**src/design/hdao_regs.svh**
```systemverilog
// Purpose: constants for the haptic drive advanced options block
// Assumes: 20 MHz sys_clk
// Notes: one define per offset, field, reset value and timing count
`ifndef HDAO_REGS_SVH
`define HDAO_REGS_SVH
`define HDAO_CLK_HZ 20000000
`define HDAO_UV_SEL_RESET 2'h1
`define HDAO_UV_BASE_MV 2700
`define HDAO_UV_STEP_MV 100
`define HDAO_VDD_HI_SHIFT 7
`define HDAO_VDD_LSB_UV_X10000 1831
`define HDAO_MARGIN_STEP_UV 187500
`define HDAO_MARGIN_STEP_CODES 1024
`define HDAO_FAULT_TIME_US 50000
`define HDAO_FAULT_CYCLES ((`HDAO_FAULT_TIME_US * 20) - 0)
`define HDAO_SEQ_FRAMES_MAX 4'hf
`endif

```
**src/design/hdao_pkg.sv**
```systemverilog
// Purpose: types shared by the haptic drive advanced options block
// Assumes: nothing
// Notes: states gray coded in the order inactive, drive, brake, fault
package hdao_pkg;
    typedef enum logic [1:0] {
        HDAO_INACTIVE = 2'b00,
        HDAO_DRIVE = 2'b01,
        HDAO_BRAKE = 2'b11,
        HDAO_FAULT = 2'b10
    } hdao_state_type;
endpackage

```
**src/design/hdao_sync.sv**
```systemverilog
// Purpose: three-flop pin synchroniser with agreement check
// Assumes: async input
// Notes: first flop feeds only the second
`timescale 1ns/1ps
module hdao_sync (
    input wire logic sys_clk,
    input wire logic rst,
    input wire logic clk_en,
    input wire logic pin_in,
    output logic pin_out
);
    logic s1_reg, s2_reg, s3_reg, out_reg;
    logic s1_next, s2_next, s3_next, out_next;
    always_comb begin
        s1_next = pin_in;
        s2_next = s1_reg;
        s3_next = s2_reg;
        // change counts only once two later stages agree
        out_next = (s2_reg == s3_reg) ? s3_reg : out_reg;
    end
    always_ff @(posedge sys_clk) begin
        if (rst) begin
            s1_reg <= 1'b0;
            s2_reg <= 1'b0;
            s3_reg <= 1'b0;
            out_reg <= 1'b0;
        end else if (clk_en) begin
            s1_reg <= s1_next;
            s2_reg <= s2_next;
            s3_reg <= s3_next;
            out_reg <= out_next;
        end
    end
    assign pin_out = out_reg;
endmodule // hdao_sync

```
**src/design/hdao_core.sv**
```systemverilog
// Purpose: drive control options: fault clearing, polarity report, supply limit,
//          motion fault check, tracking pause and frame sequencing
// Assumes: analog measurements arrive as sys_clk-domain codes; short pin is async
// Notes: analog trims pass through as combinational outputs
`timescale 1ns/1ps
`include "hdao_regs.svh"
module hdao_core #(
    parameter int unsigned FAULT_CYCLES = `HDAO_FAULT_CYCLES,
    parameter int unsigned AMP_W = 12
) (
    input wire logic sys_clk,
    input wire logic rst,
    input wire logic clk_en,
    input wire logic standalone_mode,
    input wire logic direct_override_mode,
    input wire logic [AMP_W-1:0] direct_amplitude_value,
    input wire logic [1:0] filter_cap_trim,
    input wire logic [1:0] filter_res_trim,
    input wire logic filter_low_bandwidth,
    input wire logic [1:0] undervoltage_threshold_sel,
    input wire logic current_range_double,
    input wire logic [4:0] current_limit_code,
    input wire logic [7:0] motion_fault_threshold,
    input wire logic impedance_offset_en,
    input wire logic tracking_pause_on_brake,
    input wire logic [3:0] vdd_margin,
    input wire logic [3:0] sequence_frames,
    input wire logic play_req,
    input wire logic stop_req,
    input wire logic fault_clear,
    input wire logic short_pin,
    input wire logic half_period_start,
    input wire logic frame_done,
    input wire logic [7:0] motion_level,
    input wire logic [13:0] vdd_sample,
    input wire logic [9:0] impedance_raw,
    input wire logic [AMP_W-1:0] impedance_offset,
    output logic drive_en,
    output logic current_loop_en,
    output logic tracking_update_en,
    output logic [AMP_W-1:0] drive_amplitude,
    output logic [5:0] current_limit_ma_x8,
    output logic polarity_status,
    output logic [6:0] vdd_hi,
    output logic [6:0] vdd_lo,
    output logic [9:0] impedance_readback,
    output logic impedance_lsb_half,
    output logic [3:0] frame_index,
    output logic short_fault,
    output logic motion_fault,
    output logic fault_irq,
    output logic [11:0] uv_threshold_mv,
    output logic [4:0] analog_filter_trim
);
    logic short_sync;
    hdao_sync u_short_sync (
        .sys_clk(sys_clk),
        .rst(rst),
        .clk_en(clk_en),
        .pin_in(short_pin),
        .pin_out(short_sync)
    );

    function automatic logic [AMP_W-1:0] cap_amp(input logic [AMP_W-1:0] a,
                                                 input logic [AMP_W-1:0] lim);
        cap_amp = (a > lim) ? lim : a;
    endfunction

    hdao_pkg::hdao_state_type state_reg, state_next;
    logic pol_reg, pol_next;
    logic short_reg, short_next, motion_reg, motion_next;
    logic [3:0] frame_reg, frame_next;
    logic [31:0] low_cnt_reg, low_cnt_next;
    logic [6:0] vhi_reg, vhi_next, vlo_reg, vlo_next;
    logic [9:0] imp_reg, imp_next;
    logic [AMP_W-1:0] amp_reg, amp_next;
    logic [AMP_W-1:0] vlimit;
    logic [AMP_W-1:0] amp_src;
    logic [AMP_W+3:0] margin_codes;
    logic playing;

    assign playing = (state_reg == hdao_pkg::HDAO_DRIVE) ||
                     (state_reg == hdao_pkg::HDAO_BRAKE);
    // headroom in supply codes, with 0 meaning none
    assign margin_codes = (AMP_W + 4)'(vdd_margin) * (AMP_W + 4)'(`HDAO_MARGIN_STEP_CODES);
    always_comb begin
        logic [AMP_W+3:0] vfull;
        vfull = (AMP_W + 4)'(vdd_sample);
        if (vfull > margin_codes)
            vlimit = AMP_W'((vfull - margin_codes) >> 2);
        else
            vlimit = '0;
    end
    assign amp_src = direct_override_mode ? direct_amplitude_value : {AMP_W{1'b1}};

    always_comb begin
        state_next = state_reg;
        pol_next = pol_reg;
        short_next = short_reg;
        motion_next = motion_reg;
        frame_next = frame_reg;
        low_cnt_next = low_cnt_reg;
        vhi_next = vhi_reg;
        vlo_next = vlo_reg;
        imp_next = imp_reg;
        amp_next = amp_reg;
        if (short_sync)
            short_next = 1'b1;
        else if (fault_clear)
            short_next = 1'b0;
        if (playing && half_period_start)
            pol_next = ~pol_reg;
        if (playing) begin
            vhi_next = vdd_sample[13:7];
            vlo_next = vdd_sample[6:0];
            amp_next = cap_amp(amp_src, vlimit);
            if (motion_fault_threshold != 8'h00 && motion_level < motion_fault_threshold) begin
                low_cnt_next = low_cnt_reg + 32'h1;
                if (low_cnt_reg >= FAULT_CYCLES - 1)
                    motion_next = 1'b1;
            end else begin
                low_cnt_next = '0;
            end
        end else begin
            amp_next = '0;
            low_cnt_next = '0;
            if (fault_clear && !short_sync)
                motion_next = 1'b0;
        end
        // offset is added to the raw impedance reading when enabled
        imp_next = impedance_offset_en ? 10'(impedance_raw + 10'(impedance_offset))
                                       : impedance_raw;
        unique case (state_reg)
            hdao_pkg::HDAO_INACTIVE: begin
                frame_next = '0;
                // standalone wipes faults here so the next request plays
                if (standalone_mode && !short_sync) begin
                    short_next = 1'b0;
                    motion_next = 1'b0;
                end
                if (play_req && !short_sync && (standalone_mode || !(short_reg || motion_reg)))
                    state_next = hdao_pkg::HDAO_DRIVE;
            end
            hdao_pkg::HDAO_DRIVE: begin
                if (short_sync || motion_next)
                    state_next = hdao_pkg::HDAO_FAULT;
                else if (stop_req)
                    state_next = hdao_pkg::HDAO_BRAKE;
                else if (frame_done) begin
                    if (frame_reg >= sequence_frames)
                        state_next = hdao_pkg::HDAO_BRAKE;
                    else
                        frame_next = frame_reg + 4'h1;
                end
            end
            hdao_pkg::HDAO_BRAKE: begin
                if (short_sync)
                    state_next = hdao_pkg::HDAO_FAULT;
                else if (half_period_start)
                    state_next = hdao_pkg::HDAO_INACTIVE;
            end
            hdao_pkg::HDAO_FAULT: begin
                state_next = hdao_pkg::HDAO_INACTIVE;
            end
        endcase
    end

    always_ff @(posedge sys_clk) begin
        if (rst) begin
            state_reg <= hdao_pkg::HDAO_INACTIVE;
            pol_reg <= 1'b0;
            short_reg <= 1'b0;
            motion_reg <= 1'b0;
            frame_reg <= 4'h0;
            low_cnt_reg <= 32'h0;
            vhi_reg <= 7'h00;
            vlo_reg <= 7'h00;
            imp_reg <= 10'h000;
            amp_reg <= '0;
        end else if (clk_en) begin
            state_reg <= state_next;
            pol_reg <= pol_next;
            short_reg <= short_next;
            motion_reg <= motion_next;
            frame_reg <= frame_next;
            low_cnt_reg <= low_cnt_next;
            vhi_reg <= vhi_next;
            vlo_reg <= vlo_next;
            imp_reg <= imp_next;
            amp_reg <= amp_next;
        end
    end

    // readbacks have no write path at all
    assign polarity_status = pol_reg;
    assign vdd_hi = vhi_reg;
    assign vdd_lo = vlo_reg;
    assign impedance_readback = imp_reg;
    assign impedance_lsb_half = current_range_double;
    assign drive_en = playing;
    assign current_loop_en = playing;
    assign tracking_update_en = (state_reg == hdao_pkg::HDAO_DRIVE) ||
                                (playing && !tracking_pause_on_brake);
    assign drive_amplitude = amp_reg;
    assign current_limit_ma_x8 = current_range_double ? {current_limit_code, 1'b0}
                                                      : {1'b0, current_limit_code};
    assign frame_index = frame_reg;
    assign short_fault = short_reg;
    assign motion_fault = motion_reg;
    assign fault_irq = short_reg | motion_reg;
    assign uv_threshold_mv = 12'(`HDAO_UV_BASE_MV) +
                             12'(undervoltage_threshold_sel) * 12'(`HDAO_UV_STEP_MV);
    assign analog_filter_trim = {filter_low_bandwidth, filter_res_trim, filter_cap_trim};

    short_stops_a: assert property (@(posedge sys_clk) disable iff (rst)
        clk_en && short_sync && state_reg == hdao_pkg::HDAO_DRIVE |=> !drive_en ##1 !drive_en)
        else $error("short did not stop drive");
    auto_clear_a: assert property (@(posedge sys_clk) disable iff (rst)
        clk_en && standalone_mode && !short_sync && state_reg == hdao_pkg::HDAO_INACTIVE
        |=> !short_fault && !motion_fault)
        else $error("standalone faults not cleared");
    replay_a: assert property (@(posedge sys_clk) disable iff (rst)
        clk_en && standalone_mode && play_req && !short_sync &&
        state_reg == hdao_pkg::HDAO_INACTIVE |=> drive_en)
        else $error("standalone play refused");
    polarity_a: assert property (@(posedge sys_clk) disable iff (rst)
        clk_en && playing && half_period_start |=> polarity_status != $past(polarity_status))
        else $error("polarity did not toggle");
    uv_range_a: assert property (@(posedge sys_clk) disable iff (rst)
        uv_threshold_mv >= 12'ha8c && uv_threshold_mv <= 12'hbb8)
        else $error("uv threshold out of range");
    double_a: assert property (@(posedge sys_clk) disable iff (rst)
        current_range_double |-> current_limit_ma_x8 == {current_limit_code, 1'b0})
        else $error("double range not applied");
    cap_a: assert property (@(posedge sys_clk) disable iff (rst)
        clk_en && playing |=> drive_amplitude <= $past(vlimit))
        else $error("drive above supply limit");
    nocheck_a: assert property (@(posedge sys_clk) disable iff (rst)
        clk_en && motion_fault_threshold == 8'h00
        |=> low_cnt_reg == 32'h0 && !$rose(motion_fault))
        else $error("motion check with zero threshold");
    pause_a: assert property (@(posedge sys_clk) disable iff (rst)
        state_reg == hdao_pkg::HDAO_BRAKE && tracking_pause_on_brake |-> !tracking_update_en)
        else $error("tracking not paused in brake");
    vdd_a: assert property (@(posedge sys_clk) disable iff (rst)
        clk_en && playing |=> {vdd_hi, vdd_lo} == $past(vdd_sample))
        else $error("supply report wrong");
endmodule // hdao_core

```
**config.mk**
```make
export PLATFORM = sky130hd
export DESIGN_NAME = hdao_core
export DESIGN_NICKNAME = d
export VERILOG_FILES = /design/src/design/hdao_pkg.sv /design/src/design/hdao_sync.sv /design/src/design/hdao_core.sv
export VERILOG_INCLUDE_DIRS = /design/src /design/src/design
export SDC_FILE = /design/constraint.sdc
export NUM_CORES = 1
export LEC_CHECK = 0
export BUFFER_PORTS_ARGS = -buffer_cell sky130_fd_sc_hd__clkbuf_2
export CORE_UTILIZATION = 56
export DETAILED_ROUTE_END_ITERATION = 6
export HOLD_SLACK_MARGIN = 0.03
export PLACE_DENSITY = 0.95
export SLEW_MARGIN = 20
export SYNTH_ARGS = -nofsm -noshare
export SYNTH_HDL_FRONTEND = slang
export SYNTH_SLANG_ARGS = --single-unit
```
**constraint.sdc**
```tcl
create_clock -name sys_clk -period 5.7 [get_ports sys_clk]
set_clock_uncertainty 0.15 [all_clocks]
set_input_delay 0.855 -clock sys_clk [delete_from_list [all_inputs] [get_ports sys_clk]]
set_output_delay 0.855 -clock sys_clk [all_outputs]
set_load 0.01 [all_outputs]
```
==> results of run 1 <==
[area by class of cell]
cell class	count	area [um2]	share of cell area
repair buffers	156	788	0.129
clock inverters	6	82.6	0.0136
inverters	41	154	0.0253
flip-flops and latches	81	1620	0.266
clock buffers	10	128	0.0210
well taps	108	135	0.0222
multi-input cells	491	3180	0.522
[path summary, 6_finish.rpt]
check | cells after the start | from | end | slack (ns)
worst max-delay path | 17 | vdd_sample[10] | drive_amplitude[8] | 1.11
worst min-delay path | 2 | vdd_hi[4] | vdd_hi[4] | 0.31
worst max register to register | 7 | state_reg[0] | low_cnt_reg[27] | 3.01
worst min register to register | 2 | vdd_hi[4] | vdd_hi[4] | 0.31
[metal layers]
layer,part of all wire,global-route usage
met1,0.39,0.318
met4,0.030,0.135
met2,0.50,0.516
met3,0.078,0.0508
met5,0,0
[cells in the final DEF (no fill, tap or decap), types with 4 or more instances in the layout]
cell type,n
nand3_1,19
nor3_1,13
nor2b_1,7
xor2_1,17
nor4_1,10
dfxtp_1,81
clkbuf_8,9
a31oi_1,4
ha_1,42
clkbuf_2,153
inv_1,41
xnor2_1,10
mux2_2,6
o31ai_1,4
or4_1,4
a211oi_1,12
nand4_1,8
and3_1,11
nand3b_1,7
a21oi_1,48
o32ai_1,11
nand2_1,75
o21ai_0,22
and4_1,5
nor2_1,65
a21o_1,8
nand2b_1,17
and2_1,16
mux2i_1,9
[power by group through the flow]
stage / clock network, uW / logic, uW / registers (uW)
2_1_floorplan: 0 / 186 / 606
3_3_place_gp: 0 / 264 / 603
3_5_place_dp: 0 / 282 / 603
4_1_cts: 456 / 284 / 590
5_1_grt: 473 / 319 / 592
6_report: 448 / 287 / 590
[worst min-delay path: stages (launching register included)]
cell and delay, ns:
dfxtp_1 0.31, nand2_1 0.05, a21oi_1 0.05
[cell families after synthesis]
logic type | Yosys count | synth area share
adder cells (fa/ha/maj) | 44 | 0.110
other | 2 | 0.00146
AND/OR/NAND/NOR | 271 | 0.264
flip-flops | 81 | 0.315
buffers and inverters | 80 | 0.0665
XOR/XNOR | 27 | 0.0460
AO/OA/AOI/OAI | 131 | 0.166
multiplexers | 15 | 0.0307
[per-stage QoR]
stage / hold WS, ns / instance area, um2 / worst slack [ns] / utilization
CTS: 0.309 / 6090 / 1.20 / 0.692
global route: 0.335 / 6090 / 0.893 / 0.692
detailed placement: 0.297 / 5880 / 0.903 / 0.668
finish: 0.307 / 6090 / 1.11 / 0.692
floorplan: 0.294 / 5140 / 1.85 / -
global placement: 0.293 / 5880 / 1.12 / 0.668
==> impl_metrics.yaml, run 1 <==
run_status:
  status: "finished, violations left"
  violations: "design-rule violations"
placement:
  hpwl_um: 10200
  port_buffers: 153
  place.gp.congestion: 0.874
  dpl.cell_count: 877
setup_path:
  cp.arrival_ns: 4.66
  path_cells: "clkbuf_2 -> inv_1 -> ha_1 -> inv_1 -> fa_1 -> a21o_1 -> a21oi_1 -> a31oi_1 -> nor2b_1 -> inv_1 -> ha_1 -> nand4_1 -> a211o_1 -> a31oi_1 -> buf_4 -> mux2i_1 -> o32ai_1"
  crit_top_cell: "inv_1"
  crit_path_top_delay_cell: "a31oi_1"
  slowest_delay_ns: 0.69
  path_delay_family: "compound AO/OA/AOI/OAI gates"
  path_class: "in -> reg"
  cp_num_buf_inv: 5
  worstPathRequired_ns: 5.77
  worst-path-max-fanout: 13
  worstSetupEndpointType: "flop"
  critPathLaunchType: "input port"
sta:
  fmax_ghz: 0.218
  grt_setup_unrepaired: "no"
  period_minus_slack_ns: 4.59
  hold_violations: 0
  drv_slew: 0
  setup_viol: 0
  post-route-period-util: 0.806
  slew_headroom: 0.378
  worstMarginPinSlew_ns: 0.928
  fin_tns_setup_ns: 0
floorplan:
  die_area_um2: 9570
  core_um2: 8810
  die_w_um: 97.8
  die_h_um: 97.8
  ioPinCount: 169
  initial_core_util: 0.584
  rows: 34
power_and_ir_drop:
  ir_drop_mv: 0.157
  switchingPower_uw: 377
  p_comb_frac: 0.217
  power_frac_seq: 0.446
  switching_share: 0.284
  clkPwrFrac: 0.338
  cellLeakagePower_uw: 0.00276
  power_density_nw_per_um2: 218
  p_int_uw: 948
  totalPowerFinal_uw: 1330
finish:
  syn_to_final_growth_pct: 18.5
  largest_reg_flops: 32
  drive_gt1_frac: 0.241
  final_cells: 893
  num_antenna_cells: 0
  fin_nets: 922
  fillers: 686
logic_synthesis:
  netlist_area_um2: 5140
  yosysMostFrequentCell: "dfxtp_1"
  synth_edf_count: 0
  yosysTopAreaCellShare: 0.315
  synthDistinctLibCells: 56
  synthArstFlopShare: 0
  synth.avg_cell_area_um2: 7.90
  synthTopCellsByCount: "dfxtp_1 (81), nand2_1 (75), nor2_1 (65), a21oi_1 (48), ha_1 (42)"
  synth_area_leaders: "dfxtp_1 (32%), ha_1 (10%), nand2_1 (5.5%)"
  ys.flop_type: "dfxtp_1"
  synth_cells: 651
  synth_area_leader_cell: "dfxtp_1"
  ys_seq_elements: 81
  synth_warnings: 0
  seq_area_frac_synth: 0.315
detailed_routing:
  antenna_left: 0
  vias: 5269
  first_pass_iters: 7
  viasPerCell: 5.90
  wirelength_um: 13400
  drc_errors: 26
  drt_iter0_drc: 465
  wl_per_cell_um: 15.0
grt:
  grt_antenna_before_repair: 0
  grt_max_degree: 58
  globalRouteOverflowTotal: 0
  grt_pass1_wl_um: 22400
  grt_pass1_vias: 5175
  grt_usage: 0.283
clock_tree:
  numClockSinks: 81
  post_cts_resized: 0
  cts_buffers: 9
  cts_tree: "yes"
  cts_setup_buffers: 0
  h-tree-depth: 3
  cts.path.max_buffers: 2
  cts_root_buffer: "clkbuf_8"
  clk_latency_ns: 0.36
  hold_buffers: 0
  clk_pin_slew_ns: 0.08
flow_run:
  maxCapViolCount: 0
hold_path:
  hold_path.class: "reg -> reg"
Note: power is estimated with default switching activity, not from simulation.
==> run 2: changes to the inputs <==
--- a/config.mk
+++ b/config.mk
@@ -7,10 +7,10 @@
 export NUM_CORES = 1
 export LEC_CHECK = 0
 export BUFFER_PORTS_ARGS = -buffer_cell sky130_fd_sc_hd__clkbuf_2
-export CORE_UTILIZATION = 56
+export CORE_UTILIZATION = 52
 export DETAILED_ROUTE_END_ITERATION = 6
 export HOLD_SLACK_MARGIN = 0.03
-export PLACE_DENSITY = 0.95
+export PLACE_DENSITY = 0.9
 export SLEW_MARGIN = 20
 export SYNTH_ARGS = -nofsm -noshare
 export SYNTH_HDL_FRONTEND = slang
==> constraint.sdc (replaced) <==
create_clock -name sys_clk -period 4.75 [get_ports sys_clk]
set_clock_uncertainty 0.15 [all_clocks]
set_input_delay 0.7125 -clock sys_clk [delete_from_list [all_inputs] [get_ports sys_clk]]
set_output_delay 0.7125 -clock sys_clk [all_outputs]
set_load 0.01 [all_outputs]
==> impl_metrics.yaml, run 2 (synthesized netlist as in run 1, its figures left out) <==
grt:
  grt_pass1_vias: 4449
  grt_use_met2: 0.410
  grt.busiest_layer: "met2"
  globalRouteOverflowTotal: 0
  grt_usage: 0.241
  grt_use_met1: 0.307
  grt_antenna_before_repair: 0
  grt_max_degree: 57
  grtUsageMet3: 0.0393
  grt_pass1_wl_um: 19900
detailed_routing:
  vias: 5048
  wl_per_cell_um: 13.6
  viasPerCell: 5.50
  drc_errors: 0
  drt_iter0_drc: 296
  first_pass_iters: 5
  antenna_left: 0
  wirelength_um: 12400
finish:
  post-route-util: 0.650
  fin_area_um2: 6120
  final_cell_mix: "clkbuf_2 (153), dfxtp_1 (81), nand2_1 (75), nor2_1 (65), a21oi_1 (48)"
  num_antenna_cells: 0
  fillers: 836
  largest_reg_flops: 32
  final_common_cell: "clkbuf_2"
  fin_nets: 925
  drive_gt1_frac: 0.245
  syn_to_final_growth_pct: 19.1
setup_path:
  reg2reg_slack_ns: 2.02
  worstPathRequired_ns: 4.86
  rr_worst_depth: 4
  cp_num_buf_inv: 5
  path_class: "in -> reg"
  worstSetupEndpointType: "flop"
  rr_endpoint: "frame_index[2]"
  crit_top_cell: "inv_1"
  cp.arrival_ns: 4.07
  timing.rr.start: "state_reg[0]"
  worst-path-max-fanout: 12
  crit_path_top_delay_cell: "a31oi_1"
  slowest_delay_ns: 0.66
  path_delay_family: "compound AO/OA/AOI/OAI gates"
  critPathLaunchType: "input port"
  path_cells: "clkbuf_2 -> inv_1 -> ha_1 -> inv_1 -> fa_1 -> a21o_1 -> a21oi_1 -> a31oi_1 -> nor2b_1 -> inv_1 -> ha_1 -> nand4_1 -> a211o_1 -> a31oi_1 -> buf_4 -> mux2_2 -> o32ai_1"
sta:
  worstMarginPinSlew_ns: 0.892
  layout_setup_ws_ns: 0.785
  setup_viol: 0
  drv_slew: 0
  period_minus_slack_ns: 3.96
  slew_headroom: 0.402
  grt_setup_unrepaired: "no"
  post-route-period-util: 0.835
  hold_violations: 0
  fin_tns_setup_ns: 0
  fmax_ghz: 0.252
hold_path:
  hold_depth: 2
  hold_end: "vdd_lo[1]"
  hold_path.class: "reg -> reg"
  hold_start: "vdd_lo[1]"
power_and_ir_drop:
  power_density_nw_per_um2: 254
  ir_drop_mv: 0.156
  cellLeakagePower_uw: 0.00277
  totalPowerFinal_uw: 1550
floorplan:
  die_area_um2: 10300
  die_h_um: 101
  rows: 35
  initial_core_util: 0.546
  ioPinCount: 169
  die_w_um: 101
  core_um2: 9420
placement:
  port_buffers: 153
  place.gp.congestion: 0.918
  place_area_um2: 5930
  pre_cts_ws_ns: 0.491
  hpwl_um: 9300
run_status:
  status: "complete, no violations"
clock_tree:
  post_cts_resized: 0
  cts_root_buffer: "clkbuf_8"
  cts.path.max_buffers: 2
  cts_buffers: 9
  numClockSinks: 81
  cts_setup_buffers: 0
  cts_tree: "yes"
  hold_buffers: 0
  h-tree-depth: 3
  clk_pin_slew_ns: 0.09
  clk_latency_ns: 0.35
flow_run:
  maxCapViolCount: 0
## run 2: changes by cell type in the layout (fill, tap and decap cells not counted), sizes merged
cell	previous run	this run
bufinv	2	1
clkinv	3	4
buf	3	6
## run 2: cell type report
| type | count | area [um2] | share of cell area |
|---|---|---|---|
| multi-input cells | 491 | 3180 | 0.519 |
| flip-flops and latches | 81 | 1620 | 0.265 |
| repair buffers | 159 | 811 | 0.132 |
| well taps | 129 | 161 | 0.0264 |
| inverters | 41 | 154 | 0.0251 |
| clock buffers | 10 | 138 | 0.0225 |
| clock inverters | 6 | 57.6 | 0.00940 |
## run 2: power breakdown
group	internal [uW]	switching [uW]	total, uW
Combinational	153	188	342
Sequential	696	12.8	709
Clock	254	249	502
## run 2: worst max path at each step
stage | startpoint | end | slack (ns) | cells after the start
2_1_floorplan | vdd_sample[10] | drive_amplitude[8] | 1.04 | 17
3_3_place_gp | vdd_sample[10] | drive_amplitude[0] | 0.63 | 17
3_5_place_dp | vdd_sample[10] | drive_amplitude[0] | 0.49 | 17
4_1_cts | vdd_sample[10] | drive_amplitude[0] | 0.85 | 17
5_1_grt | vdd_sample[10] | drive_amplitude[0] | 0.47 | 17
6_report | vdd_sample[10] | drive_amplitude[0] | 0.79 | 17
## run 2: stage by stage
stage	hold WS, ns	std cells
4_1_cts	0.308	917
3_5_place_dp	0.296	901
3_3_place_gp	0.291	901
2_1_floorplan	0.294	652
6_report	0.307	917
5_1_grt	0.327	917
## run 2: worst register-to-register path: stages, from the launching register on
cell and delay [ns]:
dfxtp_1 0.61, and2_1 0.59, nand2_1 0.48, or3_2 0.63, o31ai_1 0.20
## run 2: routing by layer
layer	up-vias	share of wire
met5	-	0
met4	0	0.015
met3	18	0.053
met2	174	0.48
met1	2320	0.45
li1	2536	-
